==> src/usb_fifo_cfg.svh <==
`ifndef USB_FIFO_CFG_SVH
`define USB_FIFO_CFG_SVH

// ****************************************************
// clock and widths
// ****************************************************
`define CLK_PERIOD_NS   10
`define DATA_W          8
`define CNT_W           22
`define FLAG_W          3

// ****************************************************
// flag vector positions
// ****************************************************
`define FLAG_RX_POS     2
`define FLAG_TX_POS     1
`define FLAG_PWR_POS    0

// ****************************************************
// reset values
// ****************************************************
`define FLAG_RESET      3'h7
`define DATA_RESET      8'h00

// ****************************************************
// pin timing in nanoseconds and milliseconds
// ****************************************************
`define RD_LOW_NS       80
`define WR_HIGH_NS      80
`define RECOVER_NS      80
`define WAKE_MS         20
`define NS_PER_MS       1000000

`endif

==> src/usb_fifo_pkg.sv <==
package usb_fifo_pkg;

`include "usb_fifo_cfg.svh"

  typedef logic [`DATA_W-1:0] byte_t;

  typedef enum logic [2:0] {
    ST_IDLE     = 3'b000,
    ST_RD_LOW   = 3'b001,
    ST_RD_REC   = 3'b010,
    ST_WR_SETUP = 3'b011,
    ST_WR_HIGH  = 3'b100,
    ST_WR_HOLD  = 3'b101,
    ST_WR_REC   = 3'b110,
    ST_WAKE     = 3'b111
  } host_state_e;

  typedef struct packed {
    host_state_e        state;
    logic [`CNT_W-1:0]  cnt;
    logic [`FLAG_W-1:0] flag_meta;
    logic [`FLAG_W-1:0] flag_sync;
    byte_t              data_meta;
    byte_t              data_sync;
    logic               rd_n;
    logic               wr;
    logic               data_oe;
    byte_t              data_out;
    logic               wake_oe;
    logic               dev_rst_n;
    logic               last_rd;
    logic               push;
    byte_t              rx_byte;
  } host_s;

  typedef struct packed {
    byte_t [1:0] mem;
    logic  [1:0] count;
  } buf_s;

endpackage

==> src/byte_stream_if.sv <==
`timescale 1ns/1ps

interface byte_stream_if;
  logic                 valid;
  logic                 ready;
  usb_fifo_pkg::byte_t  data;

  modport src (output valid, output data, input ready);
  modport snk (input valid, input data, output ready);
endinterface

==> src/two_entry_buf.sv <==
`timescale 1ns/1ps

module two_entry_buf (
  input  wire logic   i_clk_sys,
  input  wire logic   i_reset,
  input  wire logic   i_clk_en,
  byte_stream_if.snk  in_s,
  byte_stream_if.src  out_s
);

  // ****************************************************
  // state
  // ****************************************************
  usb_fifo_pkg::buf_s buf_r;
  usb_fifo_pkg::buf_s buf_nxt;
  logic               push;
  logic               pop;
  logic [1:0]         fill;

  // full and empty come straight from the count
  assign in_s.ready  = (buf_r.count != 2'h2);
  assign out_s.valid = (buf_r.count != 2'h0);
  assign out_s.data  = buf_r.mem[0];
  assign push        = in_s.valid & in_s.ready;
  assign pop         = out_s.valid & out_s.ready;

  // ****************************************************
  // shift buffer, head always in entry 0
  // ****************************************************
  always_comb begin
    buf_nxt = buf_r;
    fill    = buf_r.count - {1'b0, pop};
    if (pop) begin
      buf_nxt.mem[0] = buf_r.mem[1];
    end
    if (push) begin
      buf_nxt.mem[fill[0]] = in_s.data;
    end
    buf_nxt.count = fill + {1'b0, push};
  end

  always_ff @(posedge i_clk_sys) begin
    if (i_reset) begin
      buf_r <= '0;
    end else if (i_clk_en) begin
      buf_r <= buf_nxt;
    end
  end

endmodule // two_entry_buf

==> src/usb_fifo_host.sv <==
`timescale 1ns/1ps

`include "usb_fifo_cfg.svh"

// How it works
// - the host never raises a write strobe while the space flag is high.
// - with the space flag low the host writes by pulsing write high then low.
// - the host never lowers the read strobe while the data flag is high.
// - with the data flag low the host reads by pulsing read low then high.
// - to wake the bus the host holds that pin low for at least 20 ms.

module usb_fifo_host #(
  parameter int WAKE_CYCLES = `WAKE_MS * `NS_PER_MS / `CLK_PERIOD_NS
) (
  input  wire logic              i_clk_sys,
  input  wire logic              i_reset,
  input  wire logic              i_clk_en,
  input  wire logic              i_tx_valid,
  output logic                   o_tx_ready,
  input  wire logic [`DATA_W-1:0] i_tx_data,
  output logic                   o_rx_valid,
  input  wire logic              i_rx_ready,
  output logic [`DATA_W-1:0]     o_rx_data,
  input  wire logic              i_remote_wake_en,
  input  wire logic              i_wake_req,
  input  wire logic              i_dev_reset_req,
  output logic                   o_configured,
  output logic                   o_suspended,
  output logic                   o_wake_busy,
  output logic                   o_device_reset_n,
  output logic                   o_rd_n,
  output logic                   o_wr,
  input  wire logic [`DATA_W-1:0] i_data_bus,
  output logic [`DATA_W-1:0]     o_data_bus,
  output logic                   o_data_bus_oe,
  input  wire logic              i_rx_data_flag_n,
  output logic                   o_rx_data_flag_n,
  output logic                   o_rx_data_flag_n_oe,
  input  wire logic              i_tx_space_flag_n,
  input  wire logic              i_power_enable_n
);

  // ****************************************************
  // timing counts
  // ****************************************************
  localparam int RD_LOW_CYC  =
    (`RD_LOW_NS + `CLK_PERIOD_NS - 1) / `CLK_PERIOD_NS;
  localparam int WR_HIGH_CYC =
    (`WR_HIGH_NS + `CLK_PERIOD_NS - 1) / `CLK_PERIOD_NS;
  localparam int RECOVER_CYC =
    (`RECOVER_NS + `CLK_PERIOD_NS - 1) / `CLK_PERIOD_NS;

  localparam logic [`CNT_W-1:0] RD_LOW_LAST  = `CNT_W'(RD_LOW_CYC - 1);
  localparam logic [`CNT_W-1:0] WR_HIGH_LAST = `CNT_W'(WR_HIGH_CYC - 1);
  localparam logic [`CNT_W-1:0] RECOVER_LAST = `CNT_W'(RECOVER_CYC - 1);
  localparam logic [`CNT_W-1:0] WAKE_LAST    = `CNT_W'(WAKE_CYCLES - 1);

  localparam usb_fifo_pkg::host_s HOST_RESET = '{
    state:     usb_fifo_pkg::ST_IDLE,
    cnt:       '0,
    flag_meta: `FLAG_RESET,
    flag_sync: `FLAG_RESET,
    data_meta: `DATA_RESET,
    data_sync: `DATA_RESET,
    rd_n:      1'b1,
    wr:        1'b0,
    data_oe:   1'b0,
    data_out:  `DATA_RESET,
    wake_oe:   1'b0,
    dev_rst_n: 1'b0,
    last_rd:   1'b0,
    push:      1'b0,
    rx_byte:   `DATA_RESET
  };

  // ****************************************************
  // state and decoded conditions
  // ****************************************************
  usb_fifo_pkg::host_s st_r;
  usb_fifo_pkg::host_s st_nxt;

  byte_stream_if rx_in ();
  byte_stream_if rx_out ();

  logic rx_avail;
  logic tx_space;
  logic suspended;
  logic wake_pin_mode;
  logic can_read;
  logic can_write;
  logic can_wake;
  logic read_first;
  logic idle;

  // flags are active low on the pins
  assign rx_avail      = ~st_r.flag_sync[`FLAG_RX_POS];
  assign tx_space      = ~st_r.flag_sync[`FLAG_TX_POS];
  assign suspended     = st_r.flag_sync[`FLAG_PWR_POS];
  assign wake_pin_mode = i_remote_wake_en & suspended;
  assign idle          = (st_r.state == usb_fifo_pkg::ST_IDLE);

  // no transfers while device in reset
  // read only when data flag low
  assign can_read  = st_r.dev_rst_n & ~wake_pin_mode & rx_avail &
                     rx_in.ready;
  // write only when space flag low
  assign can_write = st_r.dev_rst_n & tx_space & i_tx_valid;
  assign can_wake  = st_r.dev_rst_n & wake_pin_mode & i_wake_req;

  // alternate between directions when both are pending
  assign read_first = ~st_r.last_rd | ~can_write;

  // no handshake while frozen, so no byte is lost
  assign o_tx_ready = idle & ~can_wake & ~(can_read & read_first) &
                      can_write & i_clk_en;

  // ****************************************************
  // next state
  // ****************************************************
  always_comb begin
    st_nxt      = st_r;
    st_nxt.push = 1'b0;

    // two-stage synchronisers on every pin input
    st_nxt.flag_meta = {i_rx_data_flag_n, i_tx_space_flag_n,
                        i_power_enable_n};
    st_nxt.flag_sync = st_r.flag_meta;
    st_nxt.data_meta = i_data_bus;
    st_nxt.data_sync = st_r.data_meta;

    st_nxt.dev_rst_n = ~i_dev_reset_req;

    unique case (st_r.state)
      usb_fifo_pkg::ST_IDLE: begin
        st_nxt.cnt = '0;
        if (can_wake) begin
          st_nxt.wake_oe = 1'b1;
          st_nxt.state   = usb_fifo_pkg::ST_WAKE;
        end else if (can_read && read_first) begin
          st_nxt.rd_n    = 1'b0;
          st_nxt.last_rd = 1'b1;
          st_nxt.state   = usb_fifo_pkg::ST_RD_LOW;
        end else if (can_write) begin
          st_nxt.data_out = i_tx_data;
          st_nxt.data_oe  = 1'b1;
          st_nxt.last_rd  = 1'b0;
          st_nxt.state    = usb_fifo_pkg::ST_WR_SETUP;
        end
      end

      usb_fifo_pkg::ST_RD_LOW: begin
        st_nxt.cnt = st_r.cnt + 1'b1;
        if (st_r.cnt == RD_LOW_LAST) begin
          st_nxt.rx_byte = st_r.data_sync;
          st_nxt.push    = 1'b1;
          st_nxt.rd_n    = 1'b1;
          st_nxt.cnt     = '0;
          st_nxt.state   = usb_fifo_pkg::ST_RD_REC;
        end
      end

      usb_fifo_pkg::ST_RD_REC: begin
        st_nxt.cnt = st_r.cnt + 1'b1;
        if (st_r.cnt == RECOVER_LAST) begin
          st_nxt.state = usb_fifo_pkg::ST_IDLE;
        end
      end

      usb_fifo_pkg::ST_WR_SETUP: begin
        st_nxt.wr    = 1'b1;
        st_nxt.cnt   = '0;
        st_nxt.state = usb_fifo_pkg::ST_WR_HIGH;
      end

      usb_fifo_pkg::ST_WR_HIGH: begin
        st_nxt.cnt = st_r.cnt + 1'b1;
        if (st_r.cnt == WR_HIGH_LAST) begin
          st_nxt.wr    = 1'b0;
          st_nxt.state = usb_fifo_pkg::ST_WR_HOLD;
        end
      end

      usb_fifo_pkg::ST_WR_HOLD: begin
        // data held one cycle past the fall
        st_nxt.data_oe = 1'b0;
        st_nxt.cnt     = '0;
        st_nxt.state   = usb_fifo_pkg::ST_WR_REC;
      end

      usb_fifo_pkg::ST_WR_REC: begin
        st_nxt.cnt = st_r.cnt + 1'b1;
        if (st_r.cnt == RECOVER_LAST) begin
          st_nxt.state = usb_fifo_pkg::ST_IDLE;
        end
      end

      usb_fifo_pkg::ST_WAKE: begin
        if (st_r.wake_oe) begin
          st_nxt.cnt = st_r.cnt + 1'b1;
          if (st_r.cnt == WAKE_LAST) begin
            st_nxt.wake_oe = 1'b0;
          end
        end else if (!i_wake_req) begin
          st_nxt.state = usb_fifo_pkg::ST_IDLE;
        end
      end
    endcase
  end

  // ****************************************************
  // state register
  // ****************************************************
  always_ff @(posedge i_clk_sys) begin
    if (i_reset) begin
      st_r <= HOST_RESET;
    end else if (i_clk_en) begin
      st_r <= st_nxt;
    end
  end

  // ****************************************************
  // receive buffer
  // ****************************************************
  assign rx_in.valid  = st_r.push;
  assign rx_in.data   = st_r.rx_byte;
  assign rx_out.ready = i_rx_ready;
  assign o_rx_valid   = rx_out.valid & i_clk_en;
  assign o_rx_data    = rx_out.data;

  two_entry_buf u_rx_buf (
    .i_clk_sys (i_clk_sys),
    .i_reset   (i_reset),
    .i_clk_en  (i_clk_en),
    .in_s      (rx_in),
    .out_s     (rx_out)
  );

  // ****************************************************
  // pins and status
  // ****************************************************
  assign o_device_reset_n    = st_r.dev_rst_n;
  assign o_rd_n              = st_r.rd_n;
  assign o_wr                = st_r.wr;
  assign o_data_bus          = st_r.data_out;
  assign o_data_bus_oe       = st_r.data_oe;
  assign o_rx_data_flag_n    = 1'b0;
  assign o_rx_data_flag_n_oe = st_r.wake_oe;
  assign o_configured        = ~suspended;
  assign o_suspended         = suspended;
  assign o_wake_busy         = (st_r.state == usb_fifo_pkg::ST_WAKE);

endmodule // usb_fifo_host

==> config.mk <==
export PLATFORM = sky130hd
export DESIGN_NAME = usb_fifo_host
export DESIGN_NICKNAME = d
export VERILOG_FILES = /design/src/usb_fifo_pkg.sv /design/src/byte_stream_if.sv /design/src/two_entry_buf.sv /design/src/usb_fifo_host.sv
export VERILOG_INCLUDE_DIRS = /design/src
export SDC_FILE = /design/constraint.sdc
export NUM_CORES = 1
export LEC_CHECK = 0
export BUFFER_PORTS_ARGS = -buffer_cell sky130_fd_sc_hd__clkbuf_2
export CAP_MARGIN = 0
export CORE_UTILIZATION = 52
export CTS_CLUSTER_SIZE = 25
export DETAILED_ROUTE_END_ITERATION = 8
export MAX_ROUTING_LAYER = met4
export PLACE_DENSITY = 0.8
export SLEW_MARGIN = 10
export SYNTH_ARGS = -nofsm -noshare
export SYNTH_HDL_FRONTEND = slang
export SYNTH_SLANG_ARGS = --single-unit
==> constraint.sdc <==
create_clock -name i_clk_sys -period 1.9 [get_ports i_clk_sys]
set_input_delay 0.285 -clock i_clk_sys [delete_from_list [all_inputs] [get_ports i_clk_sys]]
set_output_delay 0.285 -clock i_clk_sys [all_outputs]
set_load 0.02 [all_outputs]
# Word-level counts from Yosys, hierarchy flattened
# Index checks and enable logic that the tools add are counted.
# word_totals
register_bits	88
latch_bits	0
ramBits	0
romBits	0
in_bits	27
out_inout_bits	27
wordCells	125
memories	0
# classes
n_addsub	3
n_mul	0
div	0
n_lt_le_gt_ge	2
eq_ne	22
shift	0
mux	33
n_bitwise	27
reduce_logical	20
# op_table
cell	n
one-hot mux 25 bit (7 select lines)	1
two-way mux 9 bit	5
two-way mux 25 bit	1
two-way mux 8 bit	3
adder 22 x 1 -> 22 bit, second input constant	1
equality test 22 x 21 -> 1 bit, second input constant	1
equality test 22 x 3 -> 1 bit, second input constant	1
two-way mux 22 bit	1
two-way mux 3 bit	7
!= test 2 bit, second input constant	9
bitwise AND 1 bit	16
bitwise mux 16 bit	1
AND reduction 5 bit	3
equality test 3 bit, second input constant	4
nonzero test 2 bit	6
NOT 1 bit	10
two-way mux 1 bit	9
AND reduction 3 bit	3
demux 8 bit (select 1 bit)	1
one-hot mux 1 bit (2 select lines)	4
AND reduction 7 bit	1
equality test 3 x 2 -> 1 bit, second input constant	2
!= test 2 x 1 -> 1 bit, second input constant	3
!= test 4 x 3 -> 1 bit, second input constant	1
other kinds (11)	13

# Depth between registers and ports, before layout
# Gate-level depths: netlist (run 1).
# logic_depth
ltp_word	10
ltp_mapped	9
depth_no_buf	9

# Hierarchy
# Synthesis (run 1) repeated with hierarchy kept, for this count alone.
# hier_totals
hier_cells	444
area_unflattened_um2	4000.1
# by_module_without_submodules
module	n_inst	cells_per_inst	area_per_inst_um2	seq_area_each_um2
usb_fifo_host	1	335	3099.2	1401.3
two_entry_buf	1	109	900.9	360.3

# Worst setup path before layout (run 1)
# Ideal clock, no wire load.
# synth_timing
path_type	register to register
startpoint	register u_rx_buf.buf_r[1] in the netlist's numbering
endpoint	register u_rx_buf.buf_r (netlist bit u_rx_buf.out_s.data[5])
setup_ns	0.086
arrival_time_ns	1.861
required_time_ns	1.814
slack_ns	-0.047
stages_incl_launch_ff	10
path_buffers	2
synth_period_minus_slack_ns	1.947
cell_sequence	dfxtp_1 -> o21ai_0 -> inv_1 -> ha_1 -> nand3_1 -> buf_2 -> a21boi_2 -> buf_4 -> nor2_1 -> a211oi_1
# synth_via
elab_chain_cells	9
word_cells_on_any_way	13
classes_between	add/sub: 1; order compare: 2; eq/ne: 1; mux: 5; bitwise: 2; reduce/logical: 2
# synth_lines
element	line_no	rtl
start, declared	two_entry_buf.sv:14	usb_fifo_pkg::buf_s buf_r;
start signal, assigned	two_entry_buf.sv:46	buf_r <= buf_nxt;
nonzero test 2 bit	two_entry_buf.sv:22	assign out_s.valid = (buf_r.count != 2'h0);
bitwise AND 1 bit	two_entry_buf.sv:25	assign pop = out_s.valid & out_s.ready;
subtractor 2 x 1 -> 2 bit	two_entry_buf.sv:32	fill = buf_r.count - {1'b0, pop};
< comparator 1 x 2 -> 1 bit (not written as such) / greater-or-equal comparator 1 bit (equally long branches)	two_entry_buf.sv:37	buf_nxt.mem[fill[0]] = in_s.data;
logical AND 1 bit (not written as such)	two_entry_buf.sv:37	
two-way mux 8 bit (not written as such)	two_entry_buf.sv:37	
demux 8 bit (select 1 bit)	-	
bitwise mux 16 bit	two_entry_buf.sv:37	
two-way mux 8 bit (*)	two_entry_buf.sv:36	if (push) begin
# Mark *: on every way between the ends. The rest lies on a longest branch, timed or not.
# A chain may end at the register's enable or synchronous reset.

# Worst setup path after layout (run 1)
# layout_timing
startpoint	register st_r[68] in the netlist's numbering
endpoint	output o_tx_ready
# layout_via
elab_chain_cells	5
# layout_lines
element	line_no	rtl
start, declared	usb_fifo_host.sv:79	usb_fifo_pkg::host_s st_r;
start signal, assigned	usb_fifo_host.sv:217	st_r <= st_nxt;
logical NOT 3 bit	usb_fifo_host.sv:100	assign idle = (st_r.state == usb_fifo_pkg::ST_IDLE);
bitwise AND 1 bit (3 in a row)	usb_fifo_host.sv:114	assign o_tx_ready = idle & ~can_wake & ~(can_read & read_first) &
bitwise AND 1 bit	usb_fifo_host.sv:115	can_write & i_clk_en;
end, declared	usb_fifo_host.sv:19	output logic o_tx_ready,
# Every way passes these cells.

==> metrics.sh, run 1 <==
STATUS='finished, final reports clean'
FIN_SKEW_NS=0.00645
DRTANTENNAVIOLNETS=0
PRECTSSETUPSLACK_NS=0.0353
SYNTH.TOP_CELLS.BY_AREA='sky130_fd_sc_hd__dfxtp_1 44%, sky130_fd_sc_hd__mux2i_1 13%, sky130_fd_sc_hd__nor2_1 7.0%'
POST-LAYOUT-TOTAL-POWER_mW=3.88
CTS_ROOT_BUFFER='sky130_fd_sc_hd__clkbuf_8'
GRT_START_MAX_NET_PINS=50
HOLD_CLASS='primary input to register'
DRT_DRC_VIOLATIONS_LEFT=0
CAP_VIOL_MAX_COUNT=0
TRITONCTS='done'
GRT_FIRST_PASS_WIRELENGTH_UM=13700
SYNTHESIS.YOSYS.WARNINGS=0
POST-ROUTE-UTIL_PCT=61.9
FIN_WORST_HOLD_SLACK_NS=0.116
CTS-HOLD-FIX-BUFFERS=0
MULTI_INPUT_AREA_UM2=2000
MAX_SLEW_MARGIN_PCT=62.3
POWER.SHARE.CLOCK_PCT=33.1
TIMING.CRITICAL_PATH.SLOWEST_CELL_DELAY_NS=0.36
GR-TOTAL-OVERFLOW=0
AREA_GROWTH_SYN_TO_LAYOUT_PCT=13.3
GRT_SETUP_UNREPAIRED='false'
PATH_CLASS='register to primary output'
SHARE_COMB_OF_TOTAL_POWER_PCT=16.1
FIRST_ITER_VIOLATIONS=173
CP.ARRIVAL_NS=1.53
CRIT_SLOWEST_CELL='sky130_fd_sc_hd__dfxtp_2'
YOSYS.AREA.TOP_TYPE='sky130_fd_sc_hd__dfxtp_1'
CP-END-KIND='primary output'
TIMING.CRITICAL_PATH.FANOUT_MAX=5
CLOCK_LATENCY_NS=0.36
DRT_PRE_ANTENNA_ITERS=5
POWER_SPENT_CHARGING_AND_DISCHARGING_NETS_mW=1.08
HTREEDEPTH=3
DIODES=0
GR-USAGE-ALL-LAYERS_PCT=21.2
ANTENNA_FOUND_INITIAL=0
P_LEAK_nW=1.99
IO_PINS=54
DRIVE_GT1_SHARE_PCT=25.7
SYNTH_SEQUENTIAL_AREA_RATIO_PCT=43.8
TRITONCTS.NUM_BUFFERS=9
POWER.IR.VDD_WORST_mV=0.645
CLKSINKCOUNT=88
WORST_SLACK_NS=0.0829
CATEGORY_OF_THE_WORST_SETUP_PATH_LAUNCH_POINT='register'
MIN_PERIOD_NS=1.82
FINAL_TOTAL_NEGATIVE_SETUP_SLACK_NS=0
CTS_MAX_PATH_BUFFERS=2
GP_ROUTABILITY_CONGESTION=0.856
TIMING_WORST_SLEW_PIN_VALUE_NS=0.566
POST-SYNTH-TOP-COUNT-CELL='sky130_fd_sc_hd__dfxtp_1'
DIE-AREA_UM2=8100
MAXSLEWVIOLCOUNT=0
ROUTE.DETAILED.WL_PER_INST_UM=13.7
INTERNAL_POWER_mW=2.80
POWER.DENSITY_nW_PER_UM2=850
CORE_REGION_AREA_UM2=7370
POSTSYNTHAREAPERCELL_UM2=9.21
SETUP-VIOLATIONS-FINAL=0
NUMBER_OF_NETS_IN_THE_LAYOUT=512
SW_FRAC_OF_TOTAL_PCT=27.7
HPWL_UM=5720
SYNTH.FF_LATCH_COUNT=88
PLACEMENT_ROWS=31
STARTING_DENSITY_PCT=54.6
SEQPWRFRAC_PCT=50.8
CTS.CLK_SLEW.WORST_PATHS_NS=0.09
MAPPEDNETLISTAREA_UM2=4030
HOLD_VIOL_FINAL=0
FIRST_GLOBAL_VIAS=2960
CRITICAL_PATH.CELL_CHAIN='or2_4 > nor3b_4 > o2111a_2 > buf_4'
CP_DATA_REQUIRED_TIME_NS=1.62
VIAS_PER_CELL=5.33
REGISTER_AREA_UM2=1770
NETLIST_INSTANCES=437
DIE_HEIGHT_UM=90.0
DIE-WIDTH_UM=90.0
SHARE_OF_SYNTHESIZED_FLIP_FLOPS_WITH_AN_ASYNCHRONOUS_SET_OR_RESET_PCT=0
PLACE.PORT_BUFFERS=52
FINALWIRELENGTH_UM=8050
SYNTH.TOP_CELLS.BY_COUNT='88 x sky130_fd_sc_hd__dfxtp_1, 75 x sky130_fd_sc_hd__nor2_1, 53 x sky130_fd_sc_hd__mux2i_1'
YOSYS.AREA.TOP_TYPE_SHARE_PCT=43.8
FILLERS=599
VIAS=3122
NETLIST-CELL-TYPE-COUNT=59
SYNTHESIS.NETS=467
SYNTH_FF_TYPE='sky130_fd_sc_hd__dfxtp_1'
FINAL_MIN_PERIOD_OVER_CLOCK_PERIOD_PCT=95.6
ACHIEVABLE-FREQUENCY_GHz=0.550
SYNTH_ENABLE_FLOP_CELLS=0
[stage by stage]
step / cells / area [µm²]
6_report: 586 / 4560
4_1_cts: 585 / 4520
3_3_place_gp: 566 / 4290
3_5_place_dp: 566 / 4290
2_1_floorplan: 437 / 4030
5_1_grt: 586 / 4560
[layout by cell type, fill, tap and decap left out, drive strengths merged, types with 2 or more instances in the layout]
cell / instances
a211oi: 10
buf: 24
mux2i: 53
xnor2: 3
nor3: 2
clkinvlp: 4
or2: 4
a21oi: 14
nor4: 4
dfxtp: 88
nand4: 9
nand4b: 2
a31oi: 2
and3: 6
ha: 3
nand2: 24
nand3: 16
and4: 4
a211o: 2
a2111oi: 2
nand2b: 5
a21boi: 2
inv: 10
xor2: 17
o21ai: 11
clkbuf: 61
nor2: 85
[registers in the layout, indices dropped and copies added, names as in the netlist]
register / count
o_rx_data_flag_n_oe: 1
st_nxt: 11
rx_in.valid: 1
st_r: 36
u_rx_buf.buf_r: 10
o_data_bus: 8
o_data_bus_oe: 1
o_suspended: 1
u_rx_buf.out_s.data: 8
o_device_reset_n: 1
o_wr: 1
rx_in.data: 8
o_rd_n: 1
[power by group through the flow]
stage / clock (mW) / sequential, mW / combinational, mW
CTS: 1.31 / 1.97 / 0.555
global route: 1.38 / 1.98 / 0.682
floorplan: 0 / 1.97 / 0.437
finish: 1.28 / 1.97 / 0.626
global placement: 0 / 2.00 / 0.512
detailed placement: 0 / 2.01 / 0.526
[kinds of logic after synthesis]
group / count (synthesis) / synth area share (%)
compound gates: 56 / 10.1
xor+xnor: 20 / 4.35
fa+ha+maj: 3 / 0.933
buf+inv: 51 / 7.34
flops: 88 / 43.8
mux: 53 / 13.2
other cells: 1 / 0.0932
simple gates: 165 / 20.2
[worst max-delay path: cells and delay by family, from the launching register on]
family | cells | cell delay [ns]
and+or+nand+nor | 2 | 0.45
buffers and inverters | 1 | 0.14
AOI/OAI and AO/OA | 1 | 0.23
DFF | 1 | 0.36
[cell type report]
type                       instances  area share (%)
sequential                        88            38.8
clock buffer                      10            2.80
multi-input combinational        298            43.7
clock inverter                     6            1.51
tap                               99            2.72
inverter                          10           0.823
timing repair buffer              75            9.63
[per-layer routing]
metal | global-route usage [%] | share of wire [%]
met5 | - | 0
met4 | 6.99 | 1.5
met3 | 4.48 | 3.9
met2 | 32.9 | 46
met1 | 27.6 | 49
[final timing paths]
kind              startpoint  slack (ns)               end  cells after the start
min reg2reg       st_nxt[40]        0.48        st_nxt[40]                      2
max reg2reg         st_r[48]        0.11          st_r[47]                      6
max                 st_r[68]        0.08        o_tx_ready                      4
min          i_dev_reset_req        0.12  o_device_reset_n                      2
[timing repair]
| item | 4_1_cts | 5_1_grt |
|---|---|---|
| buffers inserted | 3 | 1 |
| resized for setup | 3 | 13 |
| pin swaps | 2 | 3 |
| endpoints found under the setup margin | 1 | 23 |
No activity file was read; power rests on OpenSTA's default activity.
==> run 2: changes to the inputs <==
--- a/config.mk
+++ b/config.mk
@@ -8,11 +8,13 @@
 export LEC_CHECK = 0
 export BUFFER_PORTS_ARGS = -buffer_cell sky130_fd_sc_hd__clkbuf_2
 export CAP_MARGIN = 0
+export CORE_MARGIN = 2
 export CORE_UTILIZATION = 52
 export CTS_CLUSTER_SIZE = 25
 export DETAILED_ROUTE_END_ITERATION = 8
 export MAX_ROUTING_LAYER = met4
 export PLACE_DENSITY = 0.8
+export RECOVER_POWER = 50
 export SLEW_MARGIN = 10
 export SYNTH_ARGS = -nofsm -noshare
 export SYNTH_HDL_FRONTEND = slang
==> run 2 against run 1 <==
Net effect:
- clock skew rose by 0.0019 ns
- sequential power barely moved
- worst setup slack got worse by 0.034 ns
==> metrics.sh, run 2 (synthesized netlist as in run 1, its figures left out) <==
HTREEDEPTH=3  # unchanged
ACHIEVABLE-FREQUENCY_GHz=0.540  # -1.8%
VIAS=3156  # +1.1%
ROUTE.DETAILED.WL_PER_INST_UM=13.8  # +0.12%
PLACE.PORT_BUFFERS=52  # unchanged
CP_DATA_REQUIRED_TIME_NS=1.62  # about the same
AREA_GROWTH_SYN_TO_LAYOUT_PCT=14.4
SETUP-VIOLATIONS-FINAL=0  # unchanged
CTS_MAX_PATH_BUFFERS=2  # unchanged
POWER.SHARE.CLOCK_PCT=35.3  # +2.2 points
TRITONCTS='done'
CLKSINKCOUNT=88  # unchanged
NUMBER_OF_NETS_IN_THE_LAYOUT=512  # unchanged
HPWL_UM=5770  # +0.91%
CATEGORY_OF_THE_WORST_SETUP_PATH_LAUNCH_POINT='register'
GR-USAGE-ALL-LAYERS_PCT=20.4  # -0.81 points
SW_FRAC_OF_TOTAL_PCT=26.6  # -1.2 points
FINAL_MIN_PERIOD_OVER_CLOCK_PERIOD_PCT=97.4  # +1.8 points
DIE-AREA_UM2=8460  # +4.5%
STDCELL_COUNT=588  # +0.34%
WORST_SETUP_PATH_STARTPOINT='st_r[67]'
CORE_REGION_AREA_UM2=7610  # +3.2%
WORST_SLACK_NS=0.0488  # -0.0341 ns
CAP_VIOL_MAX_COUNT=0  # unchanged
POST-PLACE-CELLS=569  # +0.53%
FINALWIRELENGTH_UM=8090  # +0.46%
MIN_PERIOD_NS=1.85  # +0.0341 ns
CTS_ROOT_BUFFER='sky130_fd_sc_hd__clkbuf_8'
DRT_PRE_ANTENNA_ITERS=4  # -1
INTERNAL_POWER_mW=2.91  # +4.0%
FIN_SKEW_NS=0.00834  # +0.00189 ns
STARTING_DENSITY_PCT=52.9  # -1.7 points
DIE_HEIGHT_UM=92.0  # +2.2%
DIE-WIDTH_UM=92.0  # +2.2%
TIMING.CRITICAL_PATH.BUF_INV=1  # unchanged
MAXSLEWVIOLCOUNT=0  # unchanged
TIMING.CRITICAL_PATH.SLOWEST_CELL_DELAY_NS=0.35  # about the same
GR-TOTAL-OVERFLOW=0  # unchanged
P_LEAK_nW=1.97  # -1.3%
IO_PINS=54  # unchanged
TIMING.HOLD.WORST.START='i_dev_reset_req'
CTS.CLK_SLEW.WORST_PATHS_NS=0.08  # about the same
PATH_CLASS='register to primary output'
CTS-HOLD-FIX-BUFFERS=0  # unchanged
CRITICAL-PATH-TOP-DELAY-FAMILY='simple AND/OR/NAND/NOR gates'
FIRST_GLOBAL_VIAS=3049  # +3.0%
GP_ROUTABILITY_CONGESTION=0.891  # +4.1%
CP-END-KIND='primary output'
POWER.DENSITY_nW_PER_UM2=862  # +1.4%
MAX_SLEW_MARGIN_PCT=58.0  # -4.3 points
DRTANTENNAVIOLNETS=0  # unchanged
DRT_DRC_VIOLATIONS_LEFT=0  # unchanged
POST-LAYOUT-TOTAL-POWER_mW=3.97  # +2.3%
DIODES=0  # unchanged
HOLD_VIOL_FINAL=0  # unchanged
POWER.IR.VDD_WORST_mV=0.758  # +18%
HOLD_CLASS='primary input to register'
LAYOUT_COMMON_CELLS='84 x sky130_fd_sc_hd__dfxtp_1, 75 x sky130_fd_sc_hd__nor2_1, 53 x sky130_fd_sc_hd__mux2i_1'
STARTPOINT_OF_THE_MOST_CRITICAL_REGISTER_TO_REGISTER_PATH='st_r[48]'
PLACEMENT_ROWS=32  # +3.2%
TOP_REGISTER='st_r'
LARGEST_REGISTER_FF_COUNT=36  # unchanged
TIMING.CRITICAL_PATH.FANOUT_MAX=5  # unchanged
SHARE_COMB_OF_TOTAL_POWER_PCT=15.3  # -0.8 points
PLACEMENT.CELL_AREA_UM2=4340  # +0.96%
GRT_SETUP_UNREPAIRED='true'
CP.ARRIVAL_NS=1.57  # +0.04 ns
CRITICAL_PATH.CELL_CHAIN='or2_1 > nor3b_2 > o2111a_1 > buf_6'
LAYOUT.CELLS.MOST_COMMON='sky130_fd_sc_hd__dfxtp_1'
GRT_FIRST_PASS_WIRELENGTH_UM=13500  # -1.3%
CLOCK_LATENCY_NS=0.35  # about the same
TIMING_WORST_SLEW_PIN_VALUE_NS=0.630  # +0.0645 ns
ANTENNA_FOUND_INITIAL=0  # unchanged
CRIT_SLOWEST_CELL='sky130_fd_sc_hd__dfxtp_2'
GRT_START_MAX_NET_PINS=55  # +10%
SEQPWRFRAC_PCT=49.4  # -1.4 points
PRECTSSETUPSLACK_NS=0.00648  # -0.0288 ns
DRIVE_GT1_SHARE_PCT=21.2  # -4.5 points
FIRST_ITER_VIOLATIONS=199  # +15%
STATUS='finished, final reports clean'
STDCELL_AREA_UM2=4610  # +0.96%
POWER_SPENT_CHARGING_AND_DISCHARGING_NETS_mW=1.05  # -2.1%
TRITONCTS.NUM_BUFFERS=9  # unchanged
VIAS_PER_CELL=5.37  # +0.75%
run 2: worst register-to-register path, stage by stage (launching register included):
cell,delay [ns]
sky130_fd_sc_hd__dfxtp_1,0.38
sky130_fd_sc_hd__nor4_2,0.36
sky130_fd_sc_hd__nand3_2,0.21
sky130_fd_sc_hd__o21ai_4,0.25
sky130_fd_sc_hd__a2111oi_0,0.13
sky130_fd_sc_hd__a311o_1,0.34
run 2: worst paths after layout:
check | end | slack [ns] | cells past startpoint
hold reg to reg | st_r[41] | 0.48 | 2
hold / removal | o_device_reset_n | 0.10 | 2
setup reg to reg | st_r[56] | 0.12 | 5
setup / recovery | o_tx_ready | 0.05 | 4
run 2: routing by layer:
layer	share of wire (%)	global-route usage (%)	routed length (µm)
met5	0	-	0
met4	1.1	7.71	85
met3	4.9	4.77	399
met2	48	31.9	3870
met1	46	25.8	3730
run 2: stage by stage:
stage / hold WS [ns] / TNS, ns / utilization, %
2_1_floorplan: 0.384 / 0 / -
3_3_place_gp: 0.452 / 0 / 57.0
3_5_place_dp: 0.455 / 0 / 57.0
4_1_cts: 0.0935 / 0 / 60.2
5_1_grt: 0.105 / -0.0176 / 60.5
6_report: 0.101 / 0 / 60.5
run 2: power by group through the flow:
stage,clock network [mW],registers [mW],logic (mW)
finish,1.40,1.96,0.605
floorplan,0,1.97,0.437
detailed placement,0,2.00,0.570
CTS,1.43,1.96,0.578
global placement,0,2.00,0.556
global route,1.50,1.97,0.668
run 2: what timing repair did:
item | in CTS | in global routing
pin swaps | 0 | 5
gates resized for setup | 5 | 9
setup endpoints to repair | 2 | 31
gates cloned | 0 | 0
buffers inserted | 1 | 3
run 2: area by class of cell:
type / count / area [µm²]
sequential: 88 / 1770
timing repair buffer: 75 / 455
tap: 102 / 128
fill: 665 / 3000
clock buffer: 9 / 124
clock inverter: 6 / 93.8
inverter: 10 / 37.5
multi-input combinational: 298 / 2000
==> run 3: changes to the inputs <==
--- a/config.mk
+++ b/config.mk
@@ -10,11 +10,12 @@
 export CAP_MARGIN = 0
 export CORE_MARGIN = 2
 export CORE_UTILIZATION = 52
+export CTS_BUF_LIST = sky130_fd_sc_hd__clkbuf_16
 export CTS_CLUSTER_SIZE = 25
 export DETAILED_ROUTE_END_ITERATION = 8
 export MAX_ROUTING_LAYER = met4
 export PLACE_DENSITY = 0.8
-export RECOVER_POWER = 50
+export SKIP_LAST_GASP = 1
 export SLEW_MARGIN = 10
 export SYNTH_ARGS = -nofsm -noshare
 export SYNTH_HDL_FRONTEND = slang
==> run 3 against run 2 <==
Net effect:
- critical path depth did not move
- fmax is 0.30% higher
- wire length grew 3.7%
- die area did not move
- largest power group unchanged
- non-clock buffer count is 2 lower
- total power rose by 12%
==> metrics.sh, run 3 (synthesized netlist as in run 1, its figures left out) <==
STATUS='finished, final reports clean'
SETUP-VIOLATIONS-FINAL=0  # unchanged
FIN_SKEW_NS=0.00568  # -0.00265 ns
CTS_ROOT_BUFFER='sky130_fd_sc_hd__clkbuf_16'
P_LEAK_nW=2.07  # +5.1%
TIMING.CRITICAL_PATH.FANOUT_MAX=5  # unchanged
CATEGORY_OF_THE_WORST_SETUP_PATH_LAUNCH_POINT='register'
ROUTE.DETAILED.WL_PER_INST_UM=14.3  # +4.1%
CP.ARRIVAL_NS=1.56  # about the same
WORST_SLACK_NS=0.0543  # +0.00548 ns
TRITONCTS='done'
TRITONCTS.NUM_BUFFERS=9  # unchanged
AREA_GROWTH_SYN_TO_LAYOUT_PCT=17.1
POWER.IR.VDD_WORST_mV=0.694  # -8.5%
FINAL_MIN_PERIOD_OVER_CLOCK_PERIOD_PCT=97.1  # -0.29 points
IO_PINS=54  # unchanged
ACHIEVABLE-FREQUENCY_GHz=0.542  # +0.30%
DIE_HEIGHT_UM=92.0  # unchanged
FIRST_ITER_VIOLATIONS=148  # -26%
MAXSLEWVIOLCOUNT=0  # unchanged
STARTING_DENSITY_PCT=52.9  # unchanged
GRT_START_MAX_NET_PINS=55  # unchanged
LAYOUT_COMMON_CELLS='84 x sky130_fd_sc_hd__dfxtp_1, 75 x sky130_fd_sc_hd__nor2_1, 53 x sky130_fd_sc_hd__mux2i_1'
GR-TOTAL-OVERFLOW=0  # unchanged
CTS_MAX_PATH_BUFFERS=2  # unchanged
PLACEMENT_ROWS=32  # unchanged
DIE-WIDTH_UM=92.0  # unchanged
LAYOUT.CELLS.MOST_COMMON='sky130_fd_sc_hd__dfxtp_1'
DRT_DRC_VIOLATIONS_LEFT=0  # unchanged
DRTANTENNAVIOLNETS=0  # unchanged
FINAL_TOTAL_NEGATIVE_SETUP_SLACK_NS=0  # unchanged
HTREEDEPTH=3  # unchanged
CAP_VIOL_MAX_COUNT=0  # unchanged
CORE_REGION_AREA_UM2=7610  # unchanged
DRIVE_GT1_SHARE_PCT=25.4  # +4.2 points
ANTENNA_FOUND_INITIAL=0  # unchanged
PRECTSSETUPSLACK_NS=0.00648  # unchanged
PATH_CLASS='register to primary output'
CLKSINKCOUNT=88  # unchanged
FIRST_GLOBAL_VIAS=3088  # +1.3%
PLACEMENT.CELL_AREA_UM2=4340  # unchanged
DIODES=0  # unchanged
GR-USAGE-ALL-LAYERS_PCT=21.0  # +0.60 points
FIN_WORST_HOLD_SLACK_NS=0.140  # +0.0393 ns
SHARE_COMB_OF_TOTAL_POWER_PCT=13.3  # -2.0 points
DIE-AREA_UM2=8460  # unchanged
POWER.DENSITY_nW_PER_UM2=940  # +9.0%
CP-END-KIND='primary output'
STDCELL_AREA_UM2=4710  # +2.4%
POWER_SPENT_CHARGING_AND_DISCHARGING_NETS_mW=1.11  # +5.3%
GRT_FIRST_PASS_WIRELENGTH_UM=13900  # +2.6%
INTERNAL_POWER_mW=3.32  # +14%
FINALWIRELENGTH_UM=8390  # +3.7%
GP_ROUTABILITY_CONGESTION=0.891  # unchanged
SW_FRAC_OF_TOTAL_PCT=25.1  # -1.5 points
SEQPWRFRAC_PCT=44.6  # -4.8 points
VIAS_PER_CELL=5.46  # +1.6%
POST-ROUTE-UTIL_PCT=62.0  # +1.4 points
CLOCK_LATENCY_NS=0.33  # -0.02 ns
CP_DATA_REQUIRED_TIME_NS=1.62  # about the same
GRT_SETUP_UNREPAIRED='true'
LARGEST_REGISTER_FF_COUNT=36  # unchanged
NUMBER_OF_NETS_IN_THE_LAYOUT=510  # -0.39%
CTS.CLK_SLEW.WORST_PATHS_NS=0.06  # -0.02 ns
MIN_PERIOD_NS=1.85  # -0.00548 ns
POST-PLACE-CELLS=569  # unchanged
CTS-HOLD-FIX-BUFFERS=0  # unchanged
HOLD_CLASS='primary input to register'
GR_MET2_DEMAND_RESOURCE_PCT=33.3  # +1.4 points
HOLD_VIOL_FINAL=0  # unchanged
POST-LAYOUT-TOTAL-POWER_mW=4.43  # +12%
STDCELL_COUNT=586  # -0.34%
VIAS=3197  # +1.3%
GLOBAL_ROUTE.PEAK_USAGE_LAYER='met2'
GRT_USE_MET3_PCT=5.67  # +0.90 points
GROUTE.LAYER.MET1.USAGE_PCT=25.8  # about the same
PLACE.PORT_BUFFERS=52  # unchanged
POWER.SHARE.CLOCK_PCT=42.1  # +6.8 points
DRT_PRE_ANTENNA_ITERS=4  # unchanged
HPWL_UM=5770  # unchanged
TOP_REGISTER='st_r'
[run 3: cell count changes in the layout (fill, tap and decap cells not counted), sizes merged]
| cell | before | now |
|---|---|---|
| buf | 24 | 22 |
[run 3: final timing paths]
check / startpoint / endpoint / slack (ns) / depth (start not counted)
worst max-delay path: u_rx_buf.buf_r[0] / o_tx_ready / 0.05 / 4
worst min-delay path: i_dev_reset_req / o_device_reset_n / 0.14 / 2
worst min register to register: st_r[41] / st_r[41] / 0.48 / 2
worst max register to register: u_rx_buf.buf_r[0] / u_rx_buf.buf_r[1] / 0.07 / 9
[run 3: critical path: stages, from the launching register on]
cell and delay, ns:
sky130_fd_sc_hd__dfxtp_2 0.40, sky130_fd_sc_hd__nand2b_4 0.18, sky130_fd_sc_hd__nand4b_1 0.18, sky130_fd_sc_hd__o2111a_2 0.33
sky130_fd_sc_hd__buf_6 0.14
[run 3: power by group through the flow]
stage	logic, mW	registers, mW	clock network, mW
floorplan	0.437	1.97	0
global placement	0.556	2.00	0
detailed placement	0.570	2.00	0
CTS	0.581	1.96	1.89
global route	0.646	1.98	1.98
finish	0.591	1.97	1.87
[run 3: layout make-up]
type                            count  area [µm²]
Multi-Input combinational cell    298        2000
Clock buffer                        9         225
Inverter                           10        37.5
Sequential cell                    88        1770
Timing Repair Buffer               73         465
Tap cell                          102         128
Clock inverter                      6        93.8
Fill cell                         640        2890
[run 3: per-layer routing]
| layer | part of all wire (%) | vias to the layer above |
|---|---|---|
| met5 | 0 | - |
| met1 | 45 | 1512 |
| met2 | 48 | 91 |
| met3 | 5.5 | 11 |
| met4 | 1.5 | 0 |
| li1 | - | 1583 |
[run 3: what timing repair did]
action                     CTS  global route
pin swaps                    0             5
setup buffers                0             2
resized for setup            2            13
setup endpoints to repair    2            32
